### src/rtl/irc_map.svh
`ifndef IRC_MAP_SVH
`define IRC_MAP_SVH

// =====================================================
// register-file addresses (7-bit)
`define IRC_RF_GATE_NEXT 7'h11
`define IRC_RF_GATE_LIVE 7'h12
`define IRC_RF_TMR_CTL 7'h33
`define IRC_RF_MATCH_FLAG 7'h3F

// =====================================================
// timer control bit positions
`define IRC_CTL_RUN 3
`define IRC_CTL_CLEAR 2
`define IRC_CTL_SEL_HI 1
`define IRC_CTL_SEL_LO 0
`define IRC_FLAG_BIT 0
`define IRC_GATE_BIT 0

// =====================================================
// peripheral register selects on the transfer buffer
`define IRC_PER_COUNT 2'h0
`define IRC_PER_MATCH 2'h1
`define IRC_PER_LOW 2'h2
`define IRC_PER_HIGH 2'h3

// =====================================================
// clock select codes
`define IRC_SEL_DIV32 2'h0
`define IRC_SEL_DIV64 2'h1
`define IRC_SEL_DIV256 2'h2
`define IRC_SEL_CARRIER 2'h3

// =====================================================
// prescaler terminal values and carrier fields
`define IRC_DIV32_MASK 8'h1F
`define IRC_DIV64_MASK 8'h3F
`define IRC_DIV256_MASK 8'hFF
`define IRC_LOW_STEADY_BIT 7
`define IRC_RST_BYTE 8'h00
`define IRC_RST_NIB 4'h0
`define IRC_RST_CNT7 7'h00

`endif

### src/rtl/irc_pkg.sv
// =====================================================
// shared types
package irc_pkg;
   // carrier phase, gray along idle -> high -> low -> high
   typedef enum logic [1:0] {
      IRC_PH_IDLE = 2'b00,
      IRC_PH_HIGH = 2'b01,
      IRC_PH_LOW = 2'b11
   } irc_phase_t;
   typedef logic [1:0] irc_sel_t;
endpackage

### src/rtl/irc_timer.sv
// How it works
// - timer is 8-bit up counter, match register, comparator and clock selector.
// - control at 33H: run bit 3, clear bit 2, clock select bits 1..0.
// - clock select picks system clock over 32, 64, 256 or carrier output.
// - count readable through transfer buffer; writes never change it.
// - match value written through transfer buffer, never readable.
// - count equal to a nonzero match value sets match flag at 3FH bit 0.
// - clear bit is write-only; writing it zeroes the count, reads zero.
// - carrier 7-bit counter is clocked by system clock divided by two.
// - each carrier phase lasts programmed value plus one counter clock.
// - both carrier period registers are writable and readable by software.
// - low-period bit 7 high replaces carrier with steady high level.
// - live gate 1 lets pin follow carrier; gate 0 drives pin low.
// - each timer match copies buffered gate bit into live gate bit.
// - gate closing is deferred while effective gate and carrier are high.
// - carrier stops with gate 0 unless it is the timer clock source.
// - carrier-clocked timer: buffered gate load starts with one low phase.
// - buffered gate bit lives at 11H, live gate bit at 12H.
`include "irc_map.svh"
`timescale 1ns/1ns
`default_nettype none

module irc_timer
   import irc_pkg::*;
(
   input wire logic clk_i,
   input wire logic rst_i,
   input wire logic [6:0] rf_addr_i,
   input wire logic rf_wr_i,
   input wire logic [3:0] rf_wdata_i,
   output logic [3:0] rf_rdata_o,
   input wire logic [1:0] per_sel_i,
   input wire logic per_put_i,
   input wire logic per_get_i,
   input wire logic [7:0] dbf_wdata_i,
   output logic [7:0] dbf_rdata_o,
   input wire logic stop_mode_i,
   output logic timer_match_flag_o,
   output logic ir_carrier_pin_o
);

   // =====================================================
   // helpers
   function automatic logic rf_hit(input logic [6:0] a, input logic [6:0] r);
      rf_hit = (a == r);
   endfunction

   // prescaler terminal test shared by the three divided clocks
   function automatic logic presc_end(input logic [7:0] p, input logic [7:0] m);
      presc_end = ((p & m) == m);
   endfunction

   // =====================================================
   // state
   logic timer_run_q;
   irc_sel_t clk_sel_q;
   logic [7:0] timer_count_value_q;
   logic [7:0] timer_match_value_q;
   logic [7:0] carrier_low_period_q;
   logic [7:0] carrier_high_period_q;
   logic timer_match_flag_q;
   logic carrier_gate_next_q;
   logic gate_live_q;
   logic gate_eff_q;
   logic [7:0] presc_q;
   logic half_q;
   logic [6:0] car_cnt_q;
   irc_phase_t phase_q;
   logic match_evt_q;
   logic [3:0] rf_rdata_q;
   logic [7:0] dbf_rdata_q;
   logic pin_q;

   logic wr_ctl;
   logic wr_flag;
   logic wr_live;
   logic car_run;
   logic car_rise;
   logic [6:0] car_limit;
   logic car_end;
   logic carrier_hi;
   logic timer_tick;
   logic at_match;
   logic gate_load_rise;
   logic src_level;
   logic [7:0] count_d;

   assign wr_ctl = rf_wr_i && rf_hit(rf_addr_i, `IRC_RF_TMR_CTL);
   assign wr_flag = rf_wr_i && rf_hit(rf_addr_i, `IRC_RF_MATCH_FLAG);
   assign wr_live = rf_wr_i && rf_hit(rf_addr_i, `IRC_RF_GATE_LIVE);

   // =====================================================
   // control register: run and clock select
   always_ff @(posedge clk_i) begin
      if (rst_i) begin
         timer_run_q <= 1'b0;
         clk_sel_q <= `IRC_SEL_DIV32;
      end else begin
         if (wr_ctl) begin
            timer_run_q <= rf_wdata_i[`IRC_CTL_RUN];
            clk_sel_q <= rf_wdata_i[`IRC_CTL_SEL_HI:`IRC_CTL_SEL_LO];
         end
         // stop mode drops run; software re-arms it afterwards
         if (stop_mode_i) begin
            timer_run_q <= 1'b0;
         end
      end
   end

   // =====================================================
   // prescaler and divide-by-two carrier clock
   always_ff @(posedge clk_i) begin
      if (rst_i) begin
         presc_q <= `IRC_RST_BYTE;
         half_q <= 1'b0;
      end else begin
         presc_q <= presc_q + 8'h01;
         half_q <= ~half_q;
      end
   end

   // =====================================================
   // carrier generator
   // keeps running as timer clock source even with the gate closed
   assign car_run = gate_live_q || gate_eff_q || (clk_sel_q == `IRC_SEL_CARRIER);
   assign car_limit = (phase_q == IRC_PH_HIGH) ? carrier_high_period_q[6:0]
                                               : carrier_low_period_q[6:0];
   assign car_end = half_q && (car_cnt_q >= car_limit);
   assign carrier_hi = (phase_q == IRC_PH_HIGH);
   assign car_rise = car_end && (phase_q == IRC_PH_LOW);
   // buffered load of an open gate while the carrier times the counter
   assign gate_load_rise = match_evt_q && carrier_gate_next_q && !gate_live_q
                           && (clk_sel_q == `IRC_SEL_CARRIER);

   always_ff @(posedge clk_i) begin
      if (rst_i) begin
         phase_q <= IRC_PH_IDLE;
         car_cnt_q <= `IRC_RST_CNT7;
      end else if (!car_run) begin
         phase_q <= IRC_PH_IDLE;
         car_cnt_q <= `IRC_RST_CNT7;
      end else if (gate_load_rise) begin
         phase_q <= IRC_PH_LOW;
         car_cnt_q <= `IRC_RST_CNT7;
      end else begin
         unique case (phase_q)
            IRC_PH_IDLE: begin
               // restart with a full high phase
               phase_q <= IRC_PH_HIGH;
               car_cnt_q <= `IRC_RST_CNT7;
            end
            IRC_PH_HIGH: begin
               if (car_end) begin
                  phase_q <= IRC_PH_LOW;
                  car_cnt_q <= `IRC_RST_CNT7;
               end else if (half_q) begin
                  car_cnt_q <= car_cnt_q + 7'h01;
               end
            end
            IRC_PH_LOW: begin
               if (car_end) begin
                  phase_q <= IRC_PH_HIGH;
                  car_cnt_q <= `IRC_RST_CNT7;
               end else if (half_q) begin
                  car_cnt_q <= car_cnt_q + 7'h01;
               end
            end
            default: begin
               phase_q <= IRC_PH_IDLE;
               car_cnt_q <= `IRC_RST_CNT7;
            end
         endcase
      end
   end

   // =====================================================
   // timer clock select and counting
   always_comb begin
      unique case (clk_sel_q)
         `IRC_SEL_DIV32: timer_tick = presc_end(presc_q, `IRC_DIV32_MASK);
         `IRC_SEL_DIV64: timer_tick = presc_end(presc_q, `IRC_DIV64_MASK);
         `IRC_SEL_DIV256: timer_tick = presc_end(presc_q, `IRC_DIV256_MASK);
         `IRC_SEL_CARRIER: timer_tick = car_rise;
      endcase
   end

   // comparator between count and match value
   assign at_match = (timer_count_value_q == timer_match_value_q);
   assign count_d = at_match ? `IRC_RST_BYTE : timer_count_value_q + 8'h01;

   // no path from the transfer buffer into the count
   always_ff @(posedge clk_i) begin
      if (rst_i) begin
         timer_count_value_q <= `IRC_RST_BYTE;
         match_evt_q <= 1'b0;
      end else begin
         match_evt_q <= 1'b0;
         if (wr_ctl && rf_wdata_i[`IRC_CTL_CLEAR]) begin
            timer_count_value_q <= `IRC_RST_BYTE;
         end else if (timer_run_q && timer_tick) begin
            timer_count_value_q <= count_d;
            // a zero match value never raises the event
            match_evt_q <= (count_d == timer_match_value_q)
                           && (timer_match_value_q != `IRC_RST_BYTE);
         end
      end
   end

   // =====================================================
   // match flag: hardware set beats a software clear
   always_ff @(posedge clk_i) begin
      if (rst_i) begin
         timer_match_flag_q <= 1'b0;
      end else if (match_evt_q) begin
         timer_match_flag_q <= 1'b1;
      end else if (wr_flag) begin
         timer_match_flag_q <= rf_wdata_i[`IRC_FLAG_BIT];
      end
   end

   // =====================================================
   // peripheral registers behind the transfer buffer
   always_ff @(posedge clk_i) begin
      if (rst_i) begin
         timer_match_value_q <= `IRC_RST_BYTE;
         carrier_low_period_q <= `IRC_RST_BYTE;
         carrier_high_period_q <= `IRC_RST_BYTE;
      end else if (per_put_i) begin
         unique case (per_sel_i)
            `IRC_PER_COUNT: ;
            `IRC_PER_MATCH: timer_match_value_q <= dbf_wdata_i;
            `IRC_PER_LOW: carrier_low_period_q <= dbf_wdata_i;
            `IRC_PER_HIGH: carrier_high_period_q <= dbf_wdata_i;
         endcase
      end
   end

   // read data; match value reads as zero
   always_ff @(posedge clk_i) begin
      if (rst_i) begin
         dbf_rdata_q <= `IRC_RST_BYTE;
      end else if (per_get_i) begin
         unique case (per_sel_i)
            `IRC_PER_COUNT: dbf_rdata_q <= timer_count_value_q;
            `IRC_PER_MATCH: dbf_rdata_q <= `IRC_RST_BYTE;
            `IRC_PER_LOW: dbf_rdata_q <= carrier_low_period_q;
            `IRC_PER_HIGH: dbf_rdata_q <= carrier_high_period_q;
         endcase
      end
   end

   // =====================================================
   // gate bits: buffered and live
   always_ff @(posedge clk_i) begin
      if (rst_i) begin
         carrier_gate_next_q <= 1'b0;
      end else if (rf_wr_i && rf_hit(rf_addr_i, `IRC_RF_GATE_NEXT)) begin
         carrier_gate_next_q <= rf_wdata_i[`IRC_GATE_BIT];
      end
   end

   // the match transfer wins over a software write in the same cycle
   always_ff @(posedge clk_i) begin
      if (rst_i) begin
         gate_live_q <= 1'b0;
      end else if (match_evt_q) begin
         gate_live_q <= carrier_gate_next_q;
      end else if (wr_live) begin
         gate_live_q <= rf_wdata_i[`IRC_GATE_BIT];
      end
   end

   // =====================================================
   // output stage
   assign src_level = carrier_low_period_q[`IRC_LOW_STEADY_BIT] ? 1'b1 : carrier_hi;

   // deferring the gate keeps the last high pulse full width
   always_ff @(posedge clk_i) begin
      if (rst_i) begin
         gate_eff_q <= 1'b0;
      end else if (!(gate_eff_q && carrier_hi && !gate_live_q)) begin
         gate_eff_q <= gate_live_q;
      end
   end

   always_ff @(posedge clk_i) begin
      if (rst_i) begin
         pin_q <= 1'b0;
      end else begin
         pin_q <= gate_eff_q && src_level;
      end
   end

   // =====================================================
   // register-file read port, one cycle behind the address
   always_ff @(posedge clk_i) begin
      if (rst_i) begin
         rf_rdata_q <= `IRC_RST_NIB;
      end else begin
         rf_rdata_q <= `IRC_RST_NIB;
         if (rf_hit(rf_addr_i, `IRC_RF_TMR_CTL)) begin
            rf_rdata_q <= {timer_run_q, 1'b0, clk_sel_q};
         end else if (rf_hit(rf_addr_i, `IRC_RF_MATCH_FLAG)) begin
            rf_rdata_q <= {3'h0, timer_match_flag_q};
         end else if (rf_hit(rf_addr_i, `IRC_RF_GATE_NEXT)) begin
            rf_rdata_q <= {3'h0, carrier_gate_next_q};
         end else if (rf_hit(rf_addr_i, `IRC_RF_GATE_LIVE)) begin
            rf_rdata_q <= {3'h0, gate_live_q};
         end
      end
   end

   assign rf_rdata_o = rf_rdata_q;
   assign dbf_rdata_o = dbf_rdata_q;
   assign timer_match_flag_o = timer_match_flag_q;
   assign ir_carrier_pin_o = pin_q;
endmodule

`default_nettype wire

### config.mk
export PLATFORM = sky130hd
export DESIGN_NAME = irc_timer
export DESIGN_NICKNAME = d
export VERILOG_FILES = /design/src/rtl/irc_pkg.sv /design/src/rtl/irc_timer.sv
export VERILOG_INCLUDE_DIRS = /design/src /design/src/rtl
export SDC_FILE = /design/constraint.sdc
export NUM_CORES = 1
export LEC_CHECK = 0
export BUFFER_PORTS_ARGS = -buffer_cell sky130_fd_sc_hd__buf_2
export CAP_MARGIN = 20
export CORE_ASPECT_RATIO = 2
export CORE_UTILIZATION = 57
export DETAILED_ROUTE_END_ITERATION = 16
export GPL_TIMING_DRIVEN = 0
export PLACE_DENSITY = 0.78
export SLEW_MARGIN = 20
export SYNTH_ARGS = -nofsm -noshare
export SYNTH_HDL_FRONTEND = slang
export SYNTH_SLANG_ARGS = --single-unit
### constraint.sdc
create_clock -name clk_i -period 5.42 [get_ports clk_i]
set_clock_uncertainty 0.15 [all_clocks]
set_input_delay 0.542 -clock clk_i [delete_from_list [all_inputs] [get_ports clk_i]]
set_output_delay 0.542 -clock clk_i [all_outputs]
set_load 0.005 [all_outputs]
# Word-level counts from Yosys, hierarchy flattened

Index checks and enable logic that the tools add are counted.

Output and inout port bits: 14
Register bits after elaboration: 71
Word-level logic and storage cells: 98
Input port bits: 27

Multiplexer cells: 17
Order comparisons: 1
Bitwise gates (word level): 4
Add/subtract/negate cells: 3
Reduce and logical (&&, ||, !) cells: 35
Equal/unequal tests: 19

Operator list:

| cell                  | number |
|---|---|
| $pmux W8 S4           | 1 |
| $add A8 B1 Y8 const B | 2 |
| $eq A8 B8 Y1          | 2 |
| $logic_and A1 B1 Y1   | 15 |
| $eq A7 B5 Y1 const B  | 2 |
| $eq A7 B6 Y1 const B  | 2 |
| $eq A2 B2 Y1 const B  | 5 |
| $eq A8 B8 Y1 const B  | 1 |
| $mux W1               | 8 |
| $mux W8               | 1 |
| $reduce_and A2 Y1     | 4 |
| $reduce_bool A8 Y1    | 1 |
| $reduce_or A2 Y1      | 4 |
| $add A7 B1 Y7 const B | 1 |
| $ge A7 B7 Y1          | 1 |
| $mux W7               | 1 |
| $eq A2 B1 Y1 const B  | 3 |
| $eq A6 B6 Y1 const B  | 1 |
| $logic_not A2 Y1      | 3 |
| $mux W2               | 3 |
| $pmux W2 S3           | 1 |
| $eq A5 B5 Y1 const B  | 1 |
| $reduce_or A5 Y1      | 1 |
| $mux W4               | 1 |
| 9 further kinds       | 14 |

# Logic depth before layout (Yosys ltp)

Gate-level depths: netlist of the first run.

Word-level depth: 9
Depth in mapped cells: 12
Depth with buffers taken out: 11

# Worst setup path after synthesis of the first run

No wires, ideal clock.

Path type: reg2reg
From: register phase_q[1]
To: register timer_count_value_q[0]
Data required time: 5.140 ns
Path buffers: 2
Setup slack: 2.597 ns
Library setup time: 0.130 ns
Clock period less this slack: 2.823 ns
Data arrival time: 2.543 ns
Stages on the path, launching flop included: 12
Cells stage by stage: dfxtp_1 > nand2b_1 > clkbuf_1 > mux2i_1 > ha_1 > a21o_1 > a221o_1 > a31o_2 > a2bb2oi_2 > buf_2 > or3_1 > a21oi_1

Word-level cells in the longest chain between the ends: 7
Elaborated cells on any way between the ends: 8
Those cells by class: order compare: 1; eq/ne: 2; mux: 2; reduce/logical: 3

RTL lines:

| item                    | RTL line         | text |
|---|---|---|
| from (decl)             | irc_timer.sv:68  | `irc_phase_t phase_q;` |
| from (signal assigned)  | irc_timer.sv:137 | `phase_q <= IRC_PH_IDLE;` |
| from (signal assigned)  | irc_timer.sv:140 | `phase_q <= IRC_PH_IDLE;` |
| from (signal assigned)  | irc_timer.sv:143 | `phase_q <= IRC_PH_LOW;` |
| $eq A2 B1 Y1            | irc_timer.sv:126 | `assign car_limit = (phase_q == IRC_PH_HIGH) ? carrier_high_period_q[6:0]` |
| $mux W7                 | irc_timer.sv:126 |  |
| $ge A7 B7 Y1            | irc_timer.sv:128 | `assign car_end = half_q && (car_cnt_q >= car_limit);` |
| $logic_and A1 B1 Y1     | irc_timer.sv:128 |  |
| $logic_and A1 B1 Y1 (*) | irc_timer.sv:130 | `assign car_rise = car_end && (phase_q == IRC_PH_LOW);` |
| $pmux W1 S4 (*)         | irc_timer.sv:179 | `unique case (clk_sel_q)` |
| $logic_and A1 B1 Y1 (*) | irc_timer.sv:200 | `end else if (timer_run_q && timer_tick) begin` |
| to (signal assigned)    | irc_timer.sv:194 | `` timer_count_value_q <= `IRC_RST_BYTE; `` |
| to (signal assigned)    | irc_timer.sv:199 | `` timer_count_value_q <= `IRC_RST_BYTE; `` |
| to (signal assigned)    | irc_timer.sv:201 | `timer_count_value_q <= count_d;` |
| to (decl)               | irc_timer.sv:57  | `logic [7:0] timer_count_value_q;` |

Every way passes the cells marked *; elsewhere a longest branch is shown, timed or not.
A chain may end at the register's enable or synchronous reset.

# Final worst setup path of the first run

From: register phase_q[1]
To: register timer_count_value_q[5]

The elaborated chain is that of the path after synthesis.

==> results of run 1 <==
through the flow:
stage / hold WS (ns) / power (mW) / util / instances / setup slack, ns
6_report: 0.2221 / 1.233 / 0.6969 / 561 / 2.059
5_1_grt: 0.2177 / 1.270 / 0.6969 / 561 / 1.850
4_1_cts: 0.2134 / 1.241 / 0.6969 / 561 / 2.082
3_5_place_dp: 0.3056 / 0.6515 / 0.6473 / 546 / 2.101
3_3_place_gp: 0.2947 / 0.6490 / 0.6473 / 546 / 2.182
2_1_floorplan: 0.2799 / 0.6157 / - / 425 / 2.597
worst paths after layout:
check                                  end  slack (ns)  cells after the start
setup / recovery    timer_count_value_q[5]        2.06                     11
hold / removal                 timer_run_q        0.22                      2
setup reg to reg    timer_count_value_q[5]        2.06                     11
hold reg to reg   carrier_high_period_q[7]        0.31                      2
sequential cells by signal, summed over array words and instances (netlist names), 2 cells and up:
register,cells
carrier_high_period_q,8
carrier_low_period_q,8
rf_rdata_o,3
car_cnt_q,7
clk_sel_q,2
phase_q,2
presc_q,8
timer_match_value_q,8
timer_count_value_q,8
dbf_rdata_o,8
cells by family (layout without fill, tap and decap cells):
logic type      count (synthesis)  after routing  share of synthesized area
fa+ha+maj                      11             11                    0.03792
simple gates                  173            173                     0.2330
buf+inv                        32             84                    0.03999
compound gates                 79             79                     0.1437
xor+xnor                       24             24                    0.06170
mux                            35             35                    0.09652
other cells                     1              1                   0.001033
flops                          70             70                     0.3861
synthesized netlist by cell type, types with 2 or more instances:
| library cell | count | area, sq um |
|---|---|---|
| and3b_1 | 2 | 17.52 |
| nor4b_1 | 2 | 17.52 |
| nor4_1 | 2 | 12.51 |
| ha_1 | 11 | 137.6 |
| nand2_1 | 38 | 142.6 |
| or4b_1 | 3 | 30.03 |
| a21o_1 | 2 | 15.01 |
| nand4_1 | 2 | 12.51 |
| dfxtp_1 | 70 | 1401 |
| inv_1 | 6 | 22.52 |
| a2bb2oi_2 | 2 | 30.03 |
| and2_1 | 2 | 12.51 |
| nor2_1 | 68 | 255.2 |
| xor2_1 | 12 | 105.1 |
| mux2i_1 | 35 | 350.3 |
| a2111oi_0 | 2 | 17.52 |
| or3_1 | 6 | 37.54 |
| a22o_1 | 2 | 17.52 |
| nor2b_1 | 5 | 31.28 |
| nand3_1 | 20 | 100.1 |
| nand3b_1 | 2 | 15.01 |
| buf_6 | 2 | 22.52 |
| buf_2 | 4 | 20.02 |
| nand4b_1 | 2 | 17.52 |
| and3_1 | 2 | 12.51 |
| o21ai_0 | 11 | 55.05 |
| buf_1 | 2 | 7.510 |
| clkbuf_1 | 16 | 60.06 |
| a21oi_1 | 35 | 175.2 |
| a211oi_1 | 8 | 60.06 |
| xnor2_1 | 11 | 96.34 |
| nor3b_1 | 2 | 15.01 |
| nor3_1 | 4 | 20.02 |
metal layers:
metal,vias up,share of wire,global-route usage
li1,1581,-,-
met1,1479,0.35,0.2751
met2,107,0.55,0.5318
met3,38,0.037,0.06299
met4,0,0.057,0.1952
met5,-,0,0
worst reg2reg max path: stages (launching register included):
cell and delay (ns):
dfxtp_1 0.41, nand2b_1 0.13, clkbuf_1 0.38, mux2i_1 0.27
ha_1 0.26, a21o_1 0.18, a221o_1 0.33, a31o_2 0.26
a2bb2oi_2 0.36, buf_2 0.29, o21ai_0 0.12, a21oi_1 0.15
power by group through the flow:
stage | Clock [mW] | Combinational, mW | Sequential (mW)
after floorplan | 0 | 0.0704 | 0.545
after global placement | 0 | 0.101 | 0.548
after detailed placement | 0 | 0.103 | 0.548
after CTS | 0.599 | 0.104 | 0.537
after global routing | 0.617 | 0.114 | 0.539
final | 0.591 | 0.104 | 0.538
layout make-up:
type / count / area (sq um) / area share
tap: 84 / 105.1 / 0.02490
inverter: 6 / 22.52 / 0.005336
clock inverter: 3 / 43.79 / 0.01038
clock buffer: 12 / 256.5 / 0.06078
timing repair buffer: 37 / 185.2 / 0.04388
buffer: 26 / 122.6 / 0.02905
multi-input combinational: 323 / 2083 / 0.4936
sequential: 70 / 1401 / 0.3320
==> results.md, run 1 <==
* Largest net degree at the start of global routing at 12
* Fin Setup TNS at 0 ns
* DP HPWL at 6772 microns
* Post-synth ARST share at 0
* Die width at 58.43 microns
* Min Tclk post-route at 3.361 ns
* Layout cells sized above 1 at 0.1488
* WP buf/inv at 2
* Data arrival, critical path at 3.47 ns
* Root Driver: clkbuf_16
* Area Overhead vs Synth at 16.27%
* Ant. Diodes at 0
* Antenna viol nets, final at 0
* Total wire length at 9000 microns
* Clock network power share at 0.479
* Internal power at 0.9493 mW
* Critical path, cell by cell: nand2b_1 > clkbuf_1 > mux2i_1 > ha_1 > a21o_1 > a221o_1 > a31o_2 > a2bb2oi_2 > buf_2 > o21ai_0 > a21oi_1
* I/O pin count at 41
* CTS Buf Count at 9
* Synth Flop Type: dfxtp_1
* Slowest-stage cell, CP: dfxtp_1
* Status: completed
* Min-delay worst type: in2reg
* Hold path start: stop_mode_i
* Startpoint types: flip-flop
* Clk_lat worst skew at 0.33 ns
* Peak Freq at 297.5 MHz
* NetSw at roughly 0.28 mW
* Slew Viols, Final at 0
* Vias at 3205
* I/O Buffers at 37
* FF-to-FF Start: phase_q[1]
* Max Buffers Root-to-Sink at 2
* GP Congestion at 0.8967
* Post-Syn Area at 3630 sq um
* Most frequent cells in the layout: 70 x dfxtp_1, 68 x nor2_1, 41 x buf_2
* DRT iter0 DRCs at between 150 and 200
* CP startpoint: phase_q[1]
* Tightest Pin Transition at between 0.6 and 0.7 ns
* Avg WL per Cell at between 15 and 20 microns
* Lkg Pwr at 1.783 nW
* CTS tree: built
* Post-CTS Hold Buffers at 0
* Number of enable flip-flop cells after synthesis at 0
* Tcrit/Tclk final at 0.6201
* Die height at 114.9 microns
* Global-route wire length before repair at 14320 microns
* TritonRoute pass-1 iters at 5
* Number of synthesized register bits at 70
* Die area at 6710 sq um
* Most common cell after layout, fill and taps aside: dfxtp_1
* H-tree Lvls at 3
* RSZ-0062 raised after global routing: no
* Post-CTS Setup Bufs at 0
* Initial Util at 0.5994
* Grt ovf at 0
* Slew HR at 0.5608
* Dpl cell area at approximately 4000 sq um
* Sw frac at 0.2300
* Design area at 4220 sq um
* Setup violators final at 0
* Max incr delay on CP at 0.41 ns
* Clk slew on worst S/H paths at 0.05 ns
* Synthesized Nets at 463
* Power Density at 292.1 nW/um^2
* Initial antenna violation count at 0
* Count of cell types in the netlist at 65
* Post-cts resize count at 0
* Final Hold Vio Count at 0
* DR DRC count at 0
* Max Cap Viol at 0
* Ys Warns at 0
* Core box area at between 6000 and 7000 sq um
* WS Path Type: reg2reg
* Avg Cell Area, Syn at 8.541 sq um
* Worst Path Required at 5.52 ns
* CTS sink cnt at 70
* Logic pwr share at 0.085
* Row count at 40
* Total track usage at 0.2892
* Worst vdd ir at 0.1979 mV
* Via-to-Cell Ratio at roughly 5.7
* Crit-path max FO at 10
* Fin nets at 511
* Sequential cell area fraction in the yosys report at 0.3861
* Sequential cell fraction of total power at 0.436
* Cells after Synth at 425
* Number of global-route vias before repair at 3115
* Setup crit end kind: flip-flop
* CP top delay family: compound AO/OA/AOI/OAI gates
* # fillers at 494
Note: power is estimated with default switching activity, not from simulation.
==> run 2, diff against run 1 <==
CORE_UTILIZATION = 53   (was 57)
PLACE_DENSITY = 0.76   (was 0.78)
clock period = 3.05 ns   (was 5.42 ns; I/O delays follow)
==> run 2 against run 1 <==
Register-to-register slack lost 1.9 ns; clock-buffer cell count up 1; wire length is 2.6% lower; utilization shrank 5.7 points; maximum frequency is 16% higher; non-clock buffer count rose by 1; power grew 72%; final cell count grew 0.71%; critical path depth down 1; largest cell class unchanged.
==> results.md, run 2 (synthesized netlist as in run 1, its figures left out) <==
* Ant. Diodes at 0
* Dpl cell area at around 4000 sq um
* Flop2flop setup slack at approximately 0.14 ns
* Hold path start: dbf_wdata_i[6]
* Status: completed
* Placed Instances at between 500 and 600
* H-tree Lvls at 3
* Fin nets at just over 500
* Initial antenna violation count at 0
* Die area at 7203 sq um
* Min Tclk post-route at 2.908 ns
* WP buf/inv at 1
* Die height at 119.0 microns
* Root Driver: clkbuf_16
* DR DRC count at 0
* Clk slew on worst S/H paths at around 0.050 ns
* Antenna viol nets, final at 0
* Final Hold Vio Count at 0
* Grt ovf at 0
* Max incr delay on CP at ~0.42 ns
* Startpoint types: flip-flop
* Avg WL per Cell at roughly 16 microns
* Worst hold slack at 0.09132 ns
* Via-to-Cell Ratio at 5.577
* FF-to-FF Start: phase_q[1]
* Number of global-route vias before repair at 3246
* DP HPWL at slightly below 7000 microns
* GP Congestion at around 0.94
* Die width at 60.52 microns
* Slew HR at 0.5113
* Final worst setup slack at about 0.14 ns
* Fin cells at 565
* I/O pin count at 41
* Tcrit/Tclk final at 0.9533
* Fin Setup TNS at 0 ns
* Multi-input logic area at 2102 sq um
* Worst Path Required at 3.17 ns
* I/O Buffers at 37
* Data arrival, critical path at 3.02 ns
* WS Path Type: reg2reg
* DRT iter0 DRCs at 100
* Slowest-stage cell, CP: dfxtp_1
* RR Endpoint: timer_count_value_q[7]
* Min-delay worst type: in2reg
* FF+latch area at 1401 sq um
* Area Overhead vs Synth at 16.68%
* Pre-CTS setup slack at -0.2707 ns
* R2R depth at 10
* Critical path, cell by cell: nand2b_4 > mux2i_1 > ha_1 > a21o_1 > a221o_1 > a31o_2 > a2bb2oi_4 > clkbuf_4 > o21ai_0 > a21oi_1
* Final Util at 0.6396
* Global-route wire length before repair at 14440 microns
* Most frequent cells in the layout: 70 x dfxtp_1, 68 x nor2_1, 40 x buf_2
* Total track usage at 0.2719
* Vias at 3151
* Power Density at around 500 nW/um^2
* Lkg Pwr at between 1.5 and 2 nW
* Slew Viols, Final at 0
* Crit-path max FO at 10
* Row count at 42
* Worst vdd ir at 0.3806 mV
* Total wire length at 8763 microns
* CTS tree: built
* # fillers at slightly above 600
* Tightest Pin Transition at 0.7269 ns
* Peak Freq at 343.9 MHz
* Hold Path Sink: carrier_low_period_q[6]
* Core box area at 6621 sq um
* Most common cell after layout, fill and taps aside: dfxtp_1
* Tot Pwr at about 2.1 mW
* Setup crit end kind: flip-flop
* CTS sink cnt at 70
* CTS Buf Count at 9
* Initial Util at 0.5482
* RSZ-0062 raised after global routing: no
* Largest net degree at the start of global routing at 11
* Design area at 4235 sq um
* Layout cells sized above 1 at 0.1509
* Min-Delay Path Depth at 3
* Setup violators final at 0
* Max Cap Viol at 0
* Max Buffers Root-to-Sink at 2
* Clk_lat worst skew at 0.33 ns
* TritonRoute pass-1 iters at 4
* CP top delay family: compound AO/OA/AOI/OAI gates
-- run 2: power by group --
| group | leakage (nW) | internal (mW) | switching, mW | total (mW) |
|---|---|---|---|---|
| clock | 0.138 | 0.606 | 0.365 | 0.971 |
| sequential | 0.568 | 0.936 | 0.0183 | 0.955 |
| combinational | 1.08 | 0.0791 | 0.110 | 0.189 |
| total | 1.79 | 1.62 | 0.493 | 2.11 |
-- run 2: how the worst max path moves through the flow --
stage,endpoint,from,slack (ns),cells past startpoint
global route,timer_count_value_q[7],phase_q[1],0.006,10
detailed placement,timer_count_value_q[5],phase_q[1],-0.27,11
global placement,timer_count_value_q[7],phase_q[1],-0.23,11
floorplan,timer_count_value_q[0],phase_q[1],0.23,11
CTS,timer_count_value_q[5],phase_q[1],0.06,10
finish,timer_count_value_q[7],phase_q[1],0.14,10
-- run 2: timing repair --
item	4_1_cts	5_1_grt
pin swaps	0	1
buffers inserted	0	1
endpoints found under the setup margin	9	8
hold buffers	1	0
gates resized for setup	2	2
endpoints found under the hold margin	1	0
-- run 2: tightest hold or removal path, delay by kind of cell --
kind                   cells  cell delay, ns
multiplexers               1            0.06
AND/OR/NAND/NOR            1            0.07
buffers and inverters      1            0.10
-- run 2: area by class of cell --
cell class | count | area share
timing repair buffer | 39 | 0.04786
clock inverter | 1 | 0.001182
sequential | 70 | 0.3309
inverter | 6 | 0.005318
tap | 88 | 0.02600
multi-input combinational | 323 | 0.4963
clock buffer | 13 | 0.06381
buffer | 25 | 0.02866
-- run 2: routing by layer --
layer | vias to the layer above | wire (microns) | track usage
li1 | 1579 | - | -
met1 | 1493 | 3256 | 0.2588
met2 | 56 | 4952 | 0.4952
met3 | 23 | 231 | 0.06080
met4 | 0 | 322 | 0.1591
met5 | - | 0 | 0
